$ cat src/logic/xfade_pkg.sv
// Shared constants and types for the crossfade path switch control
package xfade_pkg;

    // Register byte offsets
    localparam logic [3:0] CTRL_OFFSET   = 4'h0;
    localparam logic [3:0] STATUS_OFFSET = 4'h4;

    // Control register fields and reset value
    localparam int          CTRL_CONT_BIT = 0;
    localparam logic [31:0] CTRL_RESET    = 32'h0000_0000;

    // Status register field positions
    localparam int STAT_LAMP_L_BIT  = 0;
    localparam int STAT_LAMP_R_BIT  = 1;
    localparam int STAT_LAMP_BY_BIT = 2;
    localparam int STAT_LAMP_AU_BIT = 3;
    localparam int STAT_LOCK_BIT    = 4;
    localparam int STAT_SIDE_BIT    = 5;
    localparam int STAT_SW_L_BIT    = 6;
    localparam int STAT_SW_R_BIT    = 7;
    localparam int STAT_FAULT_BIT   = 8;
    localparam int STAT_DIRECT_BIT  = 9;

    // AXI response codes
    localparam logic [1:0] RESP_OKAY   = 2'b00;
    localparam logic [1:0] RESP_DECERR = 2'b11;

    // Debounce settle time
    localparam int CLK_FREQ_HZ      = 50_000_000;
    localparam int DEBOUNCE_TIME_US = 10_000;
    localparam int DEBOUNCE_CYCLES  = (CLK_FREQ_HZ / 1_000_000) * DEBOUNCE_TIME_US;

    // One set of mode command lines
    typedef struct packed {
        logic auto_m;
        logic bypass_m;
        logic synth_l;
        logic synth_r;
    } cmd_type;

endpackage : xfade_pkg

$ cat src/logic/button_debouncer.sv
// Stable-time debouncer for a synchronised pushbutton level
`timescale 1ns/1ps
module button_debouncer
    import xfade_pkg::*;
#(
    parameter int CYCLES = DEBOUNCE_CYCLES
)
(
    input  wire logic aclk,
    input  wire logic aresetn,
    input  wire logic raw_in,
    output logic      clean_out
);
    localparam int CW = $clog2(CYCLES + 1);

    generate
        if (CYCLES < 1)
        begin : g_chk
            $error("CYCLES must be at least one");
        end
    endgenerate

    logic [CW-1:0] cnt_r;
    logic          clean_r;
    wire           differ  = raw_in != clean_r;
    wire           settled = cnt_r == CW'(CYCLES - 1);

    always_ff @(posedge aclk)
    begin
        if (!aresetn)
        begin
            cnt_r   <= '0;
            clean_r <= 1'b0;
        end
        else if (!differ)
        begin
            cnt_r <= '0;
        end
        else if (settled)
        begin
            cnt_r   <= '0;
            clean_r <= raw_in;
        end
        else
        begin
            cnt_r <= cnt_r + CW'(1);
        end
    end

    assign clean_out = clean_r;
endmodule : button_debouncer

$ cat src/logic/xfade_switch_ctrl.sv
// Crossfade path switch control with lockout and AXI4-Lite registers
// Functional notes
// - Bypass keeps active switch until ramp done
// - Synth mode turns its switch on immediately
// - Latch source: side select tracks latch
// - Direct path: external inputs drive mode lines
// - Side select always has one side active
// - Ramp done forces both switches off
// - Debounce lockout button before use
// - Each debounced press toggles lockout
// - Lockout disconnects all external inputs
// - Lamps show actual state and auto
// - Remote buttons parallel main panel buttons
// - Ramp done marks crossfade completion
// - Lockout suppresses multiple-input fault detection
`timescale 1ns/1ps
module xfade_switch_ctrl
    import xfade_pkg::*;
#(
    parameter int DEBOUNCE_CYC = DEBOUNCE_CYCLES
)
(
    input  wire logic        aclk,
    input  wire logic        aresetn,
    // AXI4-Lite slave
    input  wire logic [3:0]  s_axi_awaddr,
    input  wire logic        s_axi_awvalid,
    output logic             s_axi_awready,
    input  wire logic [31:0] s_axi_wdata,
    input  wire logic [3:0]  s_axi_wstrb,
    input  wire logic        s_axi_wvalid,
    output logic             s_axi_wready,
    output logic [1:0]       s_axi_bresp,
    output logic             s_axi_bvalid,
    input  wire logic        s_axi_bready,
    input  wire logic [3:0]  s_axi_araddr,
    input  wire logic        s_axi_arvalid,
    output logic             s_axi_arready,
    output logic [31:0]      s_axi_rdata,
    output logic [1:0]       s_axi_rresp,
    output logic             s_axi_rvalid,
    input  wire logic        s_axi_rready,
    // Pins
    input  wire cmd_type     panel_cmd,
    input  wire cmd_type     remote_cmd,
    input  wire cmd_type     ext_cmd,
    input  wire logic        lockout_button,
    input  wire logic        ramp_end_detector,
    output logic             left_path_switch,
    output logic             right_path_switch,
    output logic             lamp_synth_l,
    output logic             lamp_synth_r,
    output logic             lamp_bypass,
    output logic             lamp_auto,
    output logic             lamp_lockout
);
    generate
        if (DEBOUNCE_CYC < 1)
        begin : g_chk
            $error("DEBOUNCE_CYC must be at least one");
        end
    endgenerate

    function automatic logic more_than_one(input cmd_type c);
        // Full count needed: four active inputs must still read as a fault
        more_than_one = $countones(c) > 1;
    endfunction : more_than_one

    // Two-stage synchroniser for every pin input
    localparam int SW = 14;
    logic [SW-1:0] sync1_r;
    logic [SW-1:0] sync2_r;
    always_ff @(posedge aclk)
    begin
        if (!aresetn)
        begin
            sync1_r <= '0;
            sync2_r <= '0;
        end
        else
        begin
            sync1_r <= {panel_cmd, remote_cmd, ext_cmd, lockout_button, ramp_end_detector};
            sync2_r <= sync1_r;
        end
    end

    cmd_type panel_s;
    cmd_type remote_s;
    cmd_type ext_s;
    wire     lock_btn_s = sync2_r[1];
    wire     ramp_s     = sync2_r[0];
    assign panel_s  = sync2_r[13:10];
    assign remote_s = sync2_r[9:6];
    assign ext_s    = sync2_r[5:2];

    // Control register
    logic [31:0] ctrl_r;
    wire         cont_mode = ctrl_r[CTRL_CONT_BIT];

    logic lock_clean;
    logic lock_clean_d_r;
    button_debouncer #(
        .CYCLES    (DEBOUNCE_CYC)
    ) u_button_debouncer (
        .aclk      (aclk),
        .aresetn   (aresetn),
        .raw_in    (lock_btn_s),
        .clean_out (lock_clean)
    );
    wire lock_rise = lock_clean && !lock_clean_d_r;

    logic lockout_r;
    always_ff @(posedge aclk)
    begin
        if (!aresetn)
        begin
            lock_clean_d_r <= 1'b0;
            lockout_r      <= 1'b0;
        end
        else
        begin
            lock_clean_d_r <= lock_clean;
            lockout_r      <= lockout_r ^ lock_rise;
        end
    end

    // Remote and main buttons in parallel
    cmd_type btn;
    assign btn = panel_s | remote_s;

    cmd_type ext_g;
    assign ext_g = lockout_r ? cmd_type'(4'h0) : ext_s;
    wire ext_active = |ext_g;
    wire fault          = !lockout_r && more_than_one(ext_s);
    wire user_to_latch  = !cont_mode && !lockout_r && !fault;
    wire direct_sel     = cont_mode && ext_active && !fault;

    cmd_type src;
    assign src = btn | (user_to_latch ? ext_g : cmd_type'(4'h0));

    // Input latches: side, synth/bypass, auto
    logic latch_left_r;
    logic latch_synth_r;
    logic latch_auto_r;
    wire  latch_left_nxt  = src.synth_l ? 1'b1 : (src.synth_r ? 1'b0 : latch_left_r);
    wire  latch_synth_nxt = (src.synth_l || src.synth_r) ? 1'b1 : (src.bypass_m ? 1'b0 : latch_synth_r);
    // Fault or auto command wins over a clearing command
    wire  auto_set        = src.auto_m || fault;
    wire  auto_clr        = src.synth_l || src.synth_r || src.bypass_m;
    wire  latch_auto_nxt  = auto_set ? 1'b1 : (auto_clr ? 1'b0 : latch_auto_r);

    always_ff @(posedge aclk)
    begin
        if (!aresetn)
        begin
            latch_left_r  <= 1'b1;
            latch_synth_r <= 1'b0;
            latch_auto_r  <= 1'b0;
        end
        else
        begin
            latch_left_r  <= latch_left_nxt;
            latch_synth_r <= latch_synth_nxt;
            latch_auto_r  <= latch_auto_nxt;
        end
    end

    // Select latch or direct user lines
    cmd_type latch_lines;
    cmd_type lines;
    assign latch_lines = '{auto_m: latch_auto_r, bypass_m: !latch_synth_r,
                           synth_l: latch_synth_r && latch_left_r,
                           synth_r: latch_synth_r && !latch_left_r};
    assign lines = direct_sel ? ext_g : latch_lines;

    wire synth_active = lines.synth_l || lines.synth_r;
    // Ramp end only counts in bypass
    wire ramp_done = ramp_s && !synth_active;

    // Side select follows latch or direct lines
    // Single bit, so exactly one side active
    logic side_left_r;
    wire  direct_side    = lines.synth_l ? 1'b1 : (lines.synth_r ? 1'b0 : side_left_r);
    wire  side_left_nxt  = direct_sel ? direct_side : latch_left_r;

    // Hold in bypass, on at once in synth
    logic left_sw_r;
    logic right_sw_r;
    wire  left_sw_nxt  = ramp_done ? 1'b0 : (synth_active ? side_left_nxt : left_sw_r);
    wire  right_sw_nxt = ramp_done ? 1'b0 : (synth_active ? !side_left_nxt : right_sw_r);

    logic lamp_l_r;
    logic lamp_r_r;
    logic lamp_by_r;
    logic lamp_au_r;

    // Reset to left, lockout off, switches off
    always_ff @(posedge aclk)
    begin
        if (!aresetn)
        begin
            side_left_r <= 1'b1;
            left_sw_r   <= 1'b0;
            right_sw_r  <= 1'b0;
            lamp_l_r    <= 1'b0;
            lamp_r_r    <= 1'b0;
            lamp_by_r   <= 1'b0;
            lamp_au_r   <= 1'b0;
        end
        else
        begin
            side_left_r <= side_left_nxt;
            left_sw_r   <= left_sw_nxt;
            right_sw_r  <= right_sw_nxt;
            lamp_l_r    <= lines.synth_l;
            lamp_r_r    <= lines.synth_r;
            lamp_by_r   <= !synth_active;
            lamp_au_r   <= lines.auto_m;
        end
    end

    assign left_path_switch  = left_sw_r;
    assign right_path_switch = right_sw_r;
    assign lamp_synth_l      = lamp_l_r;
    assign lamp_synth_r      = lamp_r_r;
    assign lamp_bypass       = lamp_by_r;
    assign lamp_auto         = lamp_au_r;
    assign lamp_lockout      = lockout_r;

    // AXI4-Lite write side; address and data taken in either order
    logic       aw_ok_r;
    logic       w_ok_r;
    logic [3:0] awaddr_r;
    logic [31:0] wdata_r;
    logic [3:0] wstrb_r;
    logic       bvalid_r;
    logic [1:0] bresp_r;
    wire        aw_take  = s_axi_awvalid && !aw_ok_r && !bvalid_r;
    wire        w_take   = s_axi_wvalid && !w_ok_r && !bvalid_r;
    wire        wr_go    = aw_ok_r && w_ok_r;
    wire        wr_ctrl  = awaddr_r == CTRL_OFFSET;
    wire        wr_known = wr_ctrl || awaddr_r == STATUS_OFFSET;

    function automatic logic [31:0] apply_strb(input logic [31:0] old, input logic [31:0] d, input logic [3:0] s);
        for (int i = 0; i < 4; i++)
        begin
            old[i*8 +: 8] = s[i] ? d[i*8 +: 8] : old[i*8 +: 8];
        end
        apply_strb = old;
    endfunction : apply_strb

    always_ff @(posedge aclk)
    begin
        if (!aresetn)
        begin
            aw_ok_r  <= 1'b0;
            w_ok_r   <= 1'b0;
            awaddr_r <= 4'h0;
            wdata_r  <= 32'h0000_0000;
            wstrb_r  <= 4'h0;
            bvalid_r <= 1'b0;
            bresp_r  <= RESP_OKAY;
            ctrl_r   <= CTRL_RESET;
        end
        else
        begin
            if (aw_take)
            begin
                aw_ok_r  <= 1'b1;
                awaddr_r <= {s_axi_awaddr[3:2], 2'b00};
            end
            if (w_take)
            begin
                w_ok_r  <= 1'b1;
                wdata_r <= s_axi_wdata;
                wstrb_r <= s_axi_wstrb;
            end
            if (wr_go)
            begin
                aw_ok_r  <= 1'b0;
                w_ok_r   <= 1'b0;
                bvalid_r <= 1'b1;
                bresp_r  <= wr_known ? RESP_OKAY : RESP_DECERR;
                if (wr_ctrl)
                begin
                    ctrl_r <= apply_strb(ctrl_r, wdata_r, wstrb_r) & 32'h0000_0001;
                end
            end
            else if (bvalid_r && s_axi_bready)
            begin
                bvalid_r <= 1'b0;
            end
        end
    end

    assign s_axi_awready = !aw_ok_r && !bvalid_r;
    assign s_axi_wready  = !w_ok_r && !bvalid_r;
    assign s_axi_bvalid  = bvalid_r;
    assign s_axi_bresp   = bresp_r;

    // Read side: one cycle from address to data
    logic [31:0] status_word;
    always_comb
    begin
        status_word                   = 32'h0000_0000;
        status_word[STAT_LAMP_L_BIT]  = lamp_l_r;
        status_word[STAT_LAMP_R_BIT]  = lamp_r_r;
        status_word[STAT_LAMP_BY_BIT] = lamp_by_r;
        status_word[STAT_LAMP_AU_BIT] = lamp_au_r;
        status_word[STAT_LOCK_BIT]    = lockout_r;
        status_word[STAT_SIDE_BIT]    = side_left_r;
        status_word[STAT_SW_L_BIT]    = left_sw_r;
        status_word[STAT_SW_R_BIT]    = right_sw_r;
        status_word[STAT_FAULT_BIT]   = fault;
        status_word[STAT_DIRECT_BIT]  = direct_sel;
    end

    logic        rvalid_r;
    logic [31:0] rdata_r;
    logic [1:0]  rresp_r;
    wire         ar_take = s_axi_arvalid && !rvalid_r;
    wire [3:0]   ar_word = {s_axi_araddr[3:2], 2'b00};
    wire         rd_ctrl = ar_word == CTRL_OFFSET;
    wire         rd_stat = ar_word == STATUS_OFFSET;

    always_ff @(posedge aclk)
    begin
        if (!aresetn)
        begin
            rvalid_r <= 1'b0;
            rdata_r  <= 32'h0000_0000;
            rresp_r  <= RESP_OKAY;
        end
        else if (ar_take)
        begin
            rvalid_r <= 1'b1;
            rdata_r  <= rd_ctrl ? ctrl_r : (rd_stat ? status_word : 32'h0000_0000);
            rresp_r  <= (rd_ctrl || rd_stat) ? RESP_OKAY : RESP_DECERR;
        end
        else if (rvalid_r && s_axi_rready)
        begin
            rvalid_r <= 1'b0;
        end
    end

    assign s_axi_arready = !rvalid_r;
    assign s_axi_rvalid  = rvalid_r;
    assign s_axi_rdata   = rdata_r;
    assign s_axi_rresp   = rresp_r;
endmodule : xfade_switch_ctrl

$ cat config.mk
export PLATFORM = sky130hd
export DESIGN_NAME = xfade_switch_ctrl
export DESIGN_NICKNAME = d
export VERILOG_FILES = /design/src/logic/xfade_pkg.sv /design/src/logic/button_debouncer.sv /design/src/logic/xfade_switch_ctrl.sv
export SDC_FILE = /design/constraint.sdc
export NUM_CORES = 1
export LEC_CHECK = 0
export BUFFER_PORTS_ARGS = -buffer_cell sky130_fd_sc_hd__buf_2
export CORE_MARGIN = 3
export CORE_UTILIZATION = 51
export CTS_BUF_LIST = sky130_fd_sc_hd__clkbuf_4
export CTS_CLUSTER_DIAMETER = 50
export DETAILED_ROUTE_END_ITERATION = 16
export GPL_ROUTABILITY_DRIVEN = 0
export PLACE_DENSITY_LB_ADDON = 0.08
export SLEW_MARGIN = 20
export SYNTH_ARGS = -nofsm -noshare
export SYNTH_HDL_FRONTEND = slang
export SYNTH_SLANG_ARGS = --single-unit
$ cat constraint.sdc
create_clock -name aclk -period 2.95 [get_ports aclk]
set_clock_uncertainty 0.2 [all_clocks]
set_input_delay 0.295 -clock aclk [delete_from_list [all_inputs] [get_ports aclk]]
set_output_delay 0.295 -clock aclk [all_outputs]
set_load 0.02 [all_outputs]
==> summary.md, run 1 <==
| Metric | Value |
|---|---|
| Fill count | `roughly 520` |
| Worst Path Arrival | `2.63 ns` |
| GR Layer Usage met2 | `0.2504` |
| Status | `finished, final reports clean` |
| Initial antenna violation count | `0` |
| Die H | `about 84 um` |
| First-pass GRT wire length | `9211 um` |
| Leak | `1.548 nW` |
| Initial cell density of the core | `0.5457` |
| Avg WL per Cell | `11.16 um` |
| Least-Margin Pin Slew | `roughly 0.58 ns` |
| Grt ovf | `0` |
| Gr usage total | `0.1598` |
| Clock power share | `0.321` |
| #FFs+latches synth | `between 80 and 90` |
| Critical path fanouts, max | `7` |
| # setup viols final | `0` |
| Fin. Hold Viols | `0` |
| Post-Route WL | `~5400 um` |
| Share of the synthesized area in the top cell type | `0.5205` |
| CTS tree | `built` |
| Largest net degree at the start of global routing | `34` |
| Max Freq | `402.1 MHz` |
| Most common cell in the synthesized netlist | `dfxtp_1` |
| Antenna-violating nets left | `0` |
| VDD IR max | `0.4145 mV` |
| Seq/Total Area, Yosys | `0.5205` |
| Slew HR | `0.6132` |
| Critical Path Sink Type | `register` |
| DP HPWL | `about 3700 um` |
| Synth Warn # | `0` |
| Final Cycle Share | `0.8431` |
| DR iter-0 viols | `a little under 50` |
| Final Critical Period | `approximately 2.5 ns` |
| Top cells by area, synth | `dfxtp_1, nor2_1, and2_1` |
| Met1 usage | `0.2047` |
| Internal | `0.001491 W` |
| Nets | `470` |
| Vias in the first global route | `roughly 2100` |
| Synth top cells by count | `dfxtp_1, nor2_1, and2_1` |
| Max-slew violations | `0` |
| Max_cap viols | `0` |
| Setup_tns | `0 ns` |
| Sequential share of power | `0.583` |
| Core ar. | `0.005709 mm^2` |
| Port Buf Inserts | `52` |
| Post-CTS Setup Inserts | `0` |
| Worst min path class | `in2reg` |
| Clk Latency, worst-skew pair | `between 0.4 and 0.5 ns` |
| Rows | `27` |
| Busiest grt layer | `met2` |
| CTS buffer count | `9` |
| RSZ-0062 raised after global routing | `no` |
| Area occupied by multi-input gates | `~0.0013 mm^2` |
| Final Hold Slack | `0.07271 ns` |
| Horiz. Die Dim | `roughly 84 um` |
| Layout overhead on the synthesized area | `18.35%` |
| Vias per cell | `roughly 4.8` |
| H-tree Lvls | `3` |
| Mapped Area | `a little over 0.003 mm^2` |
| Critical path class | `reg2reg` |
| PwrDens | `between 500 and 600 mW/mm^2` |
| CP Launch Type | `register` |
| Post-synth cell types | `42` |
| I/O pin count | `113` |
| Post-cts resize count | `0` |
| CP required | `between 3 and 4 ns` |
| Clock Tree Buf Depth | `2` |
| Syn Inst Count | `between 300 and 400` |
| Sw frac | `0.2488` |
| Average size of a mapped cell | `around 9.4 um^2` |
| CTS sink cnt | `roughly 80` |
| Via count | `2292` |
| # diodes | `0` |
| Synth Flop Type | `dfxtp_1` |
| Comb pwr share | `0.096` |
| Ys async rst share | `0` |
| Layout cells sized above 1 | `0.1814` |
| Total power | `around 0.0020 W` |
| Switch Pwr | `roughly 0.0005 W` |
| Register area | `0.001622 mm^2` |
| Die area | `roughly 0.0071 mm^2` |
| Number of synthesized flops with an enable pin | `0` |
| Drt pass-1 iters | `4` |
| Grt met3 use | `0.03827` |
| CTS root buf | `clkbuf_4` |
| Residual DRC | `0` |
| Biggest area consumer among synthesized cells | `dfxtp_1` |
| Clk pin slew, worst setup/hold paths | `about 0.12 ns` |
[per-stage QoR]
stage          setup slack, ns  utilization  std cells  instance area (um^2)
2_1_floorplan           0.7100            -        351                  3194
3_3_place_gp            0.5607       0.5832        442                  3329
3_5_place_dp            0.5234       0.5832        442                  3329
4_1_cts                 0.4470       0.6458        480                  3687
5_1_grt                 0.3351       0.6458        480                  3687
6_report                0.4629       0.6458        480                  3687
[timing repair]
action | in CTS | in global routing
hold endpoints to repair | 21 | 0
hold buffers | 22 | 0
endpoints found under the setup margin | 0 | 0
[worst max-delay path, stage by stage (launching register included)]
cell and delay [ns]:
dfxtp_1 0.51, fa_1 0.48, a211o_1 0.32, o31ai_2 0.26, o21ai_2 0.14, or3b_1 0.37, a21oi_1 0.14
[cell usage in the layout, fill, tap and decap left out, types with 3 or more instances in the layout]
| cell | count |
|---|---|
| nor3_1 | 5 |
| xor2_1 | 13 |
| nand2_1 | 17 |
| dlygate4sd3_1 | 22 |
| nand3_1 | 10 |
| dfxtp_1 | 81 |
| buf_2 | 52 |
| xnor2_1 | 6 |
| and2_1 | 31 |
| inv_1 | 8 |
| nand4_1 | 8 |
| nor2_1 | 53 |
| clkbuf_4 | 11 |
| a211oi_1 | 3 |
| a21oi_1 | 12 |
| nor4b_1 | 3 |
| mux2i_1 | 8 |
| conb_1 | 22 |
| a22oi_1 | 9 |
[flip-flops by register name, indices dropped and copies added, names as in the netlist, 2 cells and up]
register	cells
awaddr_r	2
sync1_r	14
u_button_debouncer.cnt_r	19
s_axi_rdata	10
sync2_r	14
[logic make-up after synthesis]
group,count (synthesis),synth area share
xor+xnor,19,0.05341
simple gates,143,0.2341
fa+ha+maj,2,0.01044
mux,8,0.02570
other cells,1,0.001204
buf+inv,42,0.08112
compound gates,34,0.07350
flops,81,0.5205
[cell type report]
type,instances,share of cell area
flip-flops and latches,81,0.4398
multi-input cells,228,0.3580
repair buffers,75,0.1323
well taps,72,0.02443
clock buffers,11,0.02240
clock inverters,5,0.01493
inverters,8,0.008144
[per-layer routing]
metal	share of wire	wire length [um]
met5	0	0
met4	0.023	121
met3	0.054	290
met2	0.43	2308
met1	0.49	2634
[power groups by stage]
stage,sequential [W],combinational [W],clock (W)
detailed placement,0.00118,0.000168,0
global placement,0.00118,0.000165,0
CTS,0.00116,0.000191,0.000658
finish,0.00116,0.000191,0.000637
floorplan,0.00119,0.000135,0
global route,0.00116,0.000214,0.000698
[path summary, 6_finish.rpt]
kind                                             from  cells past startpoint  slack (ns)                             to
worst min register to register  sync1_r[6]$_SDFF_PN0_                      1        0.25          sync2_r[6]$_SDFF_PN0_
worst max register to register  sync2_r[2]$_SDFF_PN0_                      6        0.46  left_path_switch$_SDFFE_PP0P_
worst max-delay path            sync2_r[2]$_SDFF_PN0_                      6        0.46  left_path_switch$_SDFFE_PP0P_
worst min-delay path                          aresetn                      2        0.07      latch_left_r$_SDFFE_PP1P_
Power figures use the tool's default switching activity.
==> run 2: changes to the inputs <==
--- a/config.mk
+++ b/config.mk
@@ -5,9 +5,10 @@
 export SDC_FILE = /design/constraint.sdc
 export NUM_CORES = 1
 export LEC_CHECK = 0
+export ABC_AREA = 1
 export BUFFER_PORTS_ARGS = -buffer_cell sky130_fd_sc_hd__buf_2
 export CORE_MARGIN = 3
-export CORE_UTILIZATION = 51
+export CORE_UTILIZATION = 47
 export CTS_BUF_LIST = sky130_fd_sc_hd__clkbuf_4
 export CTS_CLUSTER_DIAMETER = 50
 export DETAILED_ROUTE_END_ITERATION = 16
==> constraint.sdc (replaced) <==
create_clock -name aclk -period 2 [get_ports aclk]
set_clock_uncertainty 0.2 [all_clocks]
set_input_delay 0.2 -clock aclk [delete_from_list [all_inputs] [get_ports aclk]]
set_output_delay 0.2 -clock aclk [all_outputs]
set_load 0.02 [all_outputs]
==> summary.md, run 2 <==
| Metric | Value |
|---|---|
| Final Cycle Share | `1.006` |
| Worst min path class | `in2reg` |
| Worst setup margin | `-0.01123 ns` |
| Slowest stage delay, CP | `between 0.5 and 0.6 ns` |
| Max-slew violations | `0` |
| Cell area after layout | `between 0.004 and 0.005 mm^2` |
| Max FFs per register | `19` |
| Mapped Area | `about 0.0033 mm^2` |
| Final Hold Slack | `0.04465 ns` |
| Status | `finished, violations left` |
| Crit path top cell by count | `nand3_1` |
| Biggest area consumer among synthesized cells | `dfxtp_1` |
| Clock power share | `0.328` |
| CTS tree | `built` |
| Initial antenna violation count | `0` |
| CTS root buf | `clkbuf_4` |
| PwrDens | `between 700 and 800 mW/mm^2` |
| Dpl ws | `-0.1465 ns` |
| Clk Latency, worst-skew pair | `~0.42 ns` |
| Max Freq | `497.2 MHz` |
| Internal | `0.002224 W` |
| H-tree Lvls | `3` |
| Drt pass-1 iters | `5` |
| Largest regs | `u_button_debouncer.cnt_r (19), sync1_r (14), sync2_r (14)` |
| Clock Tree Buf Depth | `2` |
| Fin util | `0.6323` |
| Via count | `roughly 2700` |
| Clk pin slew, worst setup/hold paths | `around 0.15 ns` |
| RSZ-0062 raised after global routing | `yes` |
| Max_cap viols | `0` |
| CTS buffer count | `9` |
| Most common cell after layout, fill and taps aside | `nand2_1` |
| Average size of a mapped cell | `7.801 um^2` |
| Critical path fanouts, max | `6` |
| Core ar. | `approximately 0.0066 mm^2` |
| Number of synthesized flops with an enable pin | `0` |
| Total power | `0.003061 W` |
| Final Critical Period | `2.011 ns` |
| Share of the synthesized area in the top cell type | `0.4937` |
| Critical Path Sink Type | `register` |
| Failing checks | `negative setup slack` |
| Placed cell area | `roughly 0.0036 mm^2` |
| VDD IR max | `around 0.5 mV` |
| Layout cells sized above 1 | `0.2207` |
| Largest net degree at the start of global routing | `between 40 and 50` |
| Post-synth cell types | `38` |
| I/O pin count | `113` |
| Critical path class | `reg2reg` |
| Crit-path cells | `fa_1, nand3_1, nand3_2, nor2_4, buf_12, a21oi_4, nand3_1, a21oi_2` |
| Switch Pwr | `approximately 0.00084 W` |
| # setup viols final | `1` |
| Comb pwr share | `0.115` |
| Post-Route WL | `6323 um` |
| DP HPWL | `approximately 4300 um` |
| Vias in the first global route | `2477` |
| First-pass GRT wire length | `between 10000 and 15000 um` |
| CP Launch Type | `register` |
| Gr usage total | `0.1623` |
| Most common cell in the synthesized netlist | `nand2_1` |
| Leak | `about 2.0 nW` |
| Sequential share of power | `0.557` |
| Nets | `583` |
| Antenna-violating nets left | `0` |
| Residual DRC | `0` |
| Layout overhead on the synthesized area | `26.44%` |
| Fin. Hold Viols | `0` |
| Most frequent cells in the layout | `nand2_1, dfxtp_1, inv_1` |
| Top cells by area, synth | `dfxtp_1, nand2_1, inv_1` |
| Vias per cell | `4.472` |
| # diodes | `0` |
| CTS sink cnt | `81` |
| Horiz. Die Dim | `roughly 90 um` |
| Rows | `29` |
| Die area | `between 0.008 and 0.009 mm^2` |
| Die H | `approximately 90 um` |
| Syn Inst Count | `between 400 and 500` |
| Synth top cells by count | `nand2_1, dfxtp_1, inv_1` |
| Grt ovf | `0` |
| Avg WL per Cell | `between 10 and 15 um` |
| Ys async rst share | `0` |
| Port Buf Inserts | `52` |
| Worst Path Arrival | `roughly 2.2 ns` |
| CP max stage cell | `fa_1` |
| Synth Flop Type | `dfxtp_1` |
| Fill count | `roughly 580` |
| Top reg by flops | `u_button_debouncer.cnt_r` |
| Sw frac | `0.2736` |
| #FFs+latches synth | `81` |
| CP required | `approximately 2.2 ns` |
| Register area | `between 0.0015 and 0.002 mm^2` |
| Initial cell density of the core | `0.5001` |
| Area occupied by multi-input gates | `0.001340 mm^2` |
| DR iter-0 viols | `97` |
| Seq/Total Area, Yosys | `0.4937` |
| Synth Warn # | `0` |
[run 2: cell count changes after synthesis, sizes merged, moves of 4 or more]
| cell | change |
|---|---|
| a21oi | +14 |
| nand2 | +71 |
| and2 | -30 |
| mux2i | -8 |
| xnor2 | -4 |
| o21ai | +11 |
| inv | +57 |
| xor2 | -10 |
| nand3 | +5 |
[run 2: worst paths after layout]
| path | slack, ns | startpoint | depth (start not counted) | to |
|---|---|---|---|---|
| worst min-delay path | 0.04 | aresetn | 4 | lamp_bypass$_SDFF_PN0_ |
| worst max-delay path | -0.01 | sync2_r[5]$_SDFF_PN0_ | 8 | right_path_switch$_SDFFE_PP0P_ |
| worst min register to register | 0.22 | sync1_r[5]$_SDFF_PN0_ | 2 | sync2_r[5]$_SDFF_PN0_ |
| worst max register to register | -0.01 | sync2_r[5]$_SDFF_PN0_ | 8 | right_path_switch$_SDFFE_PP0P_ |
[run 2: final cells by class]
cell class,count,share of cell area
Sequential cell,81,0.3911
Clock buffer,9,0.01627
Clock inverter,7,0.02019
Tap cell,93,0.02802
Timing Repair Buffer,96,0.1630
Inverter,65,0.05875
Multi-Input combinational cell,263,0.3227
[run 2: per-layer routing]
metal | wire length, um | GRT usage | part of all wire
met1 | 3105 | 0.1992 | 0.49
met2 | 2768 | 0.2733 | 0.44
met3 | 346 | 0.03923 | 0.055
met4 | 102 | 0.06495 | 0.016
met5 | 0 | 0 | 0
[run 2: critical path: cells and delay by family (launching register included)]
family / cells / cell delay (ns)
adder cells (fa/ha/maj): 1 / 0.56
AO/OA/AOI/OAI: 2 / 0.37
flip-flops: 1 / 0.36
AND/OR/NAND/NOR: 4 / 0.36
buffers and inverters: 1 / 0.12
[run 2: repair_timing]
action | 4_1_cts | 5_1_grt
endpoints found under the setup margin | 15 | 7
resized for setup | 10 | 10
hold endpoints to repair | 24 | 0
hold buffers | 28 | 0
setup buffers | 3 | 2
pin swaps | 6 | 3
[run 2: cells by family after synthesis]
| group | share of synthesized area |
|---|---|
| compound gates | 0.09257 |
| xor+xnor | 0.01334 |
| flops | 0.4937 |
| fa+ha+maj | 0.009904 |
| simple gates | 0.2472 |
| buf+inv | 0.1421 |
| other cells | 0.001142 |
[run 2: power by group through the flow]
stage	logic, W	registers (W)	clock network, W
2_1_floorplan	0.000218	0.00176	0
3_3_place_gp	0.000281	0.00174	0
3_5_place_dp	0.000285	0.00174	0
4_1_cts	0.000340	0.00170	0.00104
5_1_grt	0.000397	0.00171	0.00112
6_report	0.000354	0.00171	0.00100
[run 2: per-stage QoR]
| step | instances | TNS (ns) |
|---|---|---|
| 5_1_grt | 614 | -0.2979 |
| 4_1_cts | 612 | 0 |
| 2_1_floorplan | 442 | 0 |
| 3_5_place_dp | 565 | -0.8527 |
| 6_report | 614 | -0.01123 |
| 3_3_place_gp | 565 | -0.1721 |
==> run 3: changes to the inputs <==
--- a/config.mk
+++ b/config.mk
@@ -14,6 +14,7 @@
 export DETAILED_ROUTE_END_ITERATION = 16
 export GPL_ROUTABILITY_DRIVEN = 0
 export PLACE_DENSITY_LB_ADDON = 0.08
+export SKIP_CTS_REPAIR_TIMING = 1
 export SLEW_MARGIN = 20
 export SYNTH_ARGS = -nofsm -noshare
 export SYNTH_HDL_FRONTEND = slang
==> summary.md, run 3 (synthesized netlist as in run 2, its figures left out) <==
| Metric | Value |
|---|---|
| Cell Count, Final, Fillers Out | `about 600` |
| Most common cell after layout, fill and taps aside | `nand2_1` |
| Max FFs per register | `19` |
| # setup viols final | `2` |
| Via count | `~2700` |
| Worst min path class | `in2reg` |
| Status | `finished, violations left` |
| First-pass GRT wire length | `9570 um` |
| RSZ-0062 raised after global routing | `yes` |
| Initial antenna violation count | `0` |
| H-tree Lvls | `3` |
| Register area | `0.001624 mm^2` |
| Failing checks | `negative hold slack, negative setup slack` |
| Worst Hold End | `wstrb_r[0]$_SDFFE_PN0P_` |
| Fin. Hold Viols | `3` |
| Final Hold Slack | `-0.01786 ns` |
| CP max stage cell | `fa_1` |
| Max Freq | `between 400 and 500 MHz` |
| Clock power share | `0.329` |
| Clk Latency, worst-skew pair | `about 0.42 ns` |
| CP required | `roughly 2.2 ns` |
| Reg2Reg Setup Slack | `-0.03 ns` |
| Worst R2R Path Depth | `8` |
| Port Buf Inserts | `52` |
| Clock Tree Buf Depth | `2` |
| CTS root buf | `clkbuf_4` |
| Fin util | `0.6234` |
| R2r startpoint | `sync2_r[5]$_SDFF_PN0_` |
| Comb pwr share | `0.111` |
| Switch Pwr | `between 0.0008 and 0.0009 W` |
| Internal | `between 0.002 and 0.0025 W` |
| CP Launch Type | `register` |
| Worst Path Arrival | `about 2.2 ns` |
| DP HPWL | `4259 um` |
| Area occupied by multi-input gates | `approximately 0.0013 mm^2` |
| # diodes | `0` |
| Slowest stage delay, CP | `around 0.50 ns` |
| Clk pin slew, worst setup/hold paths | `~0.15 ns` |
| Buf/Inv on CP | `0` |
| PwrDens | `roughly 740 mW/mm^2` |
| Die area | `about 0.008 mm^2` |
| DR iter-0 viols | `100` |
| Gr usage total | `0.1511` |
| R2R Path End | `right_path_switch$_SDFFE_PP0P_` |
| Crit-path cells | `fa_1, nand3_1, nand3_2, nor2_4, nor2_2, a21oi_4, nand3_1, a21oi_2` |
| Largest regs | `u_button_debouncer.cnt_r (19), sync1_r (14), sync2_r (14)` |
| Post-Route WL | `approximately 6100 um` |
| Dpl cells | `about 570` |
| Fill count | `roughly 580` |
| Top reg by flops | `u_button_debouncer.cnt_r` |
| Avg WL per Cell | `10.06 um` |
| Largest net degree at the start of global routing | `about 40` |
| Critical path class | `reg2reg` |
| Max_cap viols | `0` |
| I/O pin count | `113` |
| CTS sink cnt | `81` |
| Sw frac | `0.2733` |
| CTS buffer count | `9` |
| CTS tree | `built` |
| Final Cycle Share | `1.015` |
| Vias per cell | `~4.4` |
| Die H | `~90 um` |
| Max-slew violations | `0` |
| Crit path top cell by count | `nand3_1` |
| Layout overhead on the synthesized area | `24.65%` |
| VDD IR max | `0.5054 mV` |
| Critical path fanouts, max | `6` |
| Horiz. Die Dim | `between 80 and 90 um` |
| Core ar. | `~0.0066 mm^2` |
| Nets | `a little under 600` |
| Most frequent cells in the layout | `nand2_1, dfxtp_1, inv_1` |
| Grt ovf | `0` |
| Rows | `29` |
| Hold path depth | `5` |
| Initial cell density of the core | `0.5001` |
| Vias in the first global route | `2294` |
| Cell area after layout | `between 0.004 and 0.005 mm^2` |
| Critical Path Sink Type | `register` |
| Layout cells sized above 1 | `0.2151` |
| Hold Crit Start | `s_axi_wvalid` |
| Final Critical Period | `2.030 ns` |
| CP delay by family, top | `simple AND/OR/NAND/NOR gates` |
| Residual DRC | `0` |
| Worst setup margin | `-0.02951 ns` |
| Placed cell area | `0.003605 mm^2` |
| Antenna-violating nets left | `0` |
| Drt pass-1 iters | `4` |
| Sequential share of power | `0.560` |
| Leak | `about 2 nW` |
==> run 3: cell count changes in the layout (fill, tap and decap cells not counted), sizes merged <==
cell         change
buf              -3
dlygate4sd3      -2
==> run 3: power groups by stage <==
stage / Clock (W) / Sequential, W / Combinational, W
6_report: 0.00100 / 0.00170 / 0.000338
5_1_grt: 0.00112 / 0.00171 / 0.000381
4_1_cts: 0.00104 / 0.00170 / 0.000285
3_5_place_dp: 0 / 0.00174 / 0.000285
3_3_place_gp: 0 / 0.00174 / 0.000281
2_1_floorplan: 0 / 0.00176 / 0.000218
==> run 3: worst max path at each step <==
stage                                           startpoint                                     end  slack [ns]  depth (start not counted)
floorplan                            sync2_r[3]$_SDFF_PN0_           left_path_switch$_SDFFE_PP0P_        0.05                          9
global placement    u_button_debouncer.cnt_r[0]$_SDFF_PP0_  u_button_debouncer.cnt_r[2]$_SDFF_PP0_       -0.09                          8
detailed placement  u_button_debouncer.cnt_r[0]$_SDFF_PP0_  u_button_debouncer.cnt_r[2]$_SDFF_PP0_       -0.15                          8
CTS                 u_button_debouncer.cnt_r[0]$_SDFF_PP0_  u_button_debouncer.cnt_r[2]$_SDFF_PP0_       -0.18                          8
global route                         sync2_r[5]$_SDFF_PN0_           left_path_switch$_SDFFE_PP0P_       -0.13                          9
finish                               sync2_r[5]$_SDFF_PN0_          right_path_switch$_SDFFE_PP0P_       -0.03                          8
==> run 3: cell type report <==
cell class                      instances  area share
Clock buffer                            9     0.01650
Multi-Input combinational cell        263      0.3243
Sequential cell                        81      0.3967
Inverter                               65     0.05960
Clock inverter                          7     0.02048
Timing Repair Buffer                   91      0.1540
Tap cell                               93     0.02842
==> run 3: tightest hold or removal path, delay by kind of cell <==
family                 cells  cell delay, ns
and+or+nand+nor            3            0.20
buffers and inverters      2            0.17
==> run 3: per-layer routing <==
| metal | vias to the layer above | track usage | share of wire |
|---|---|---|---|
| li1 | 1456 | - | - |
| met1 | 1157 | 0.1934 | 0.50 |
| met2 | 76 | 0.2360 | 0.42 |
| met3 | 10 | 0.04197 | 0.060 |
| met4 | 0 | 0.07037 | 0.019 |
| met5 | - | 0 | 0 |
==> run 3: stage by stage <==
stage	worst slack [ns]	power, W	setup TNS, ns
after detailed placement	-0.1465	0.002025	-0.8527
after global routing	-0.1324	0.003211	-0.3341
after floorplan	0.05078	0.001973	0
after CTS	-0.1774	0.003026	-1.277
after global placement	-0.09088	0.002019	-0.1721
final	-0.02951	0.003046	-0.05867
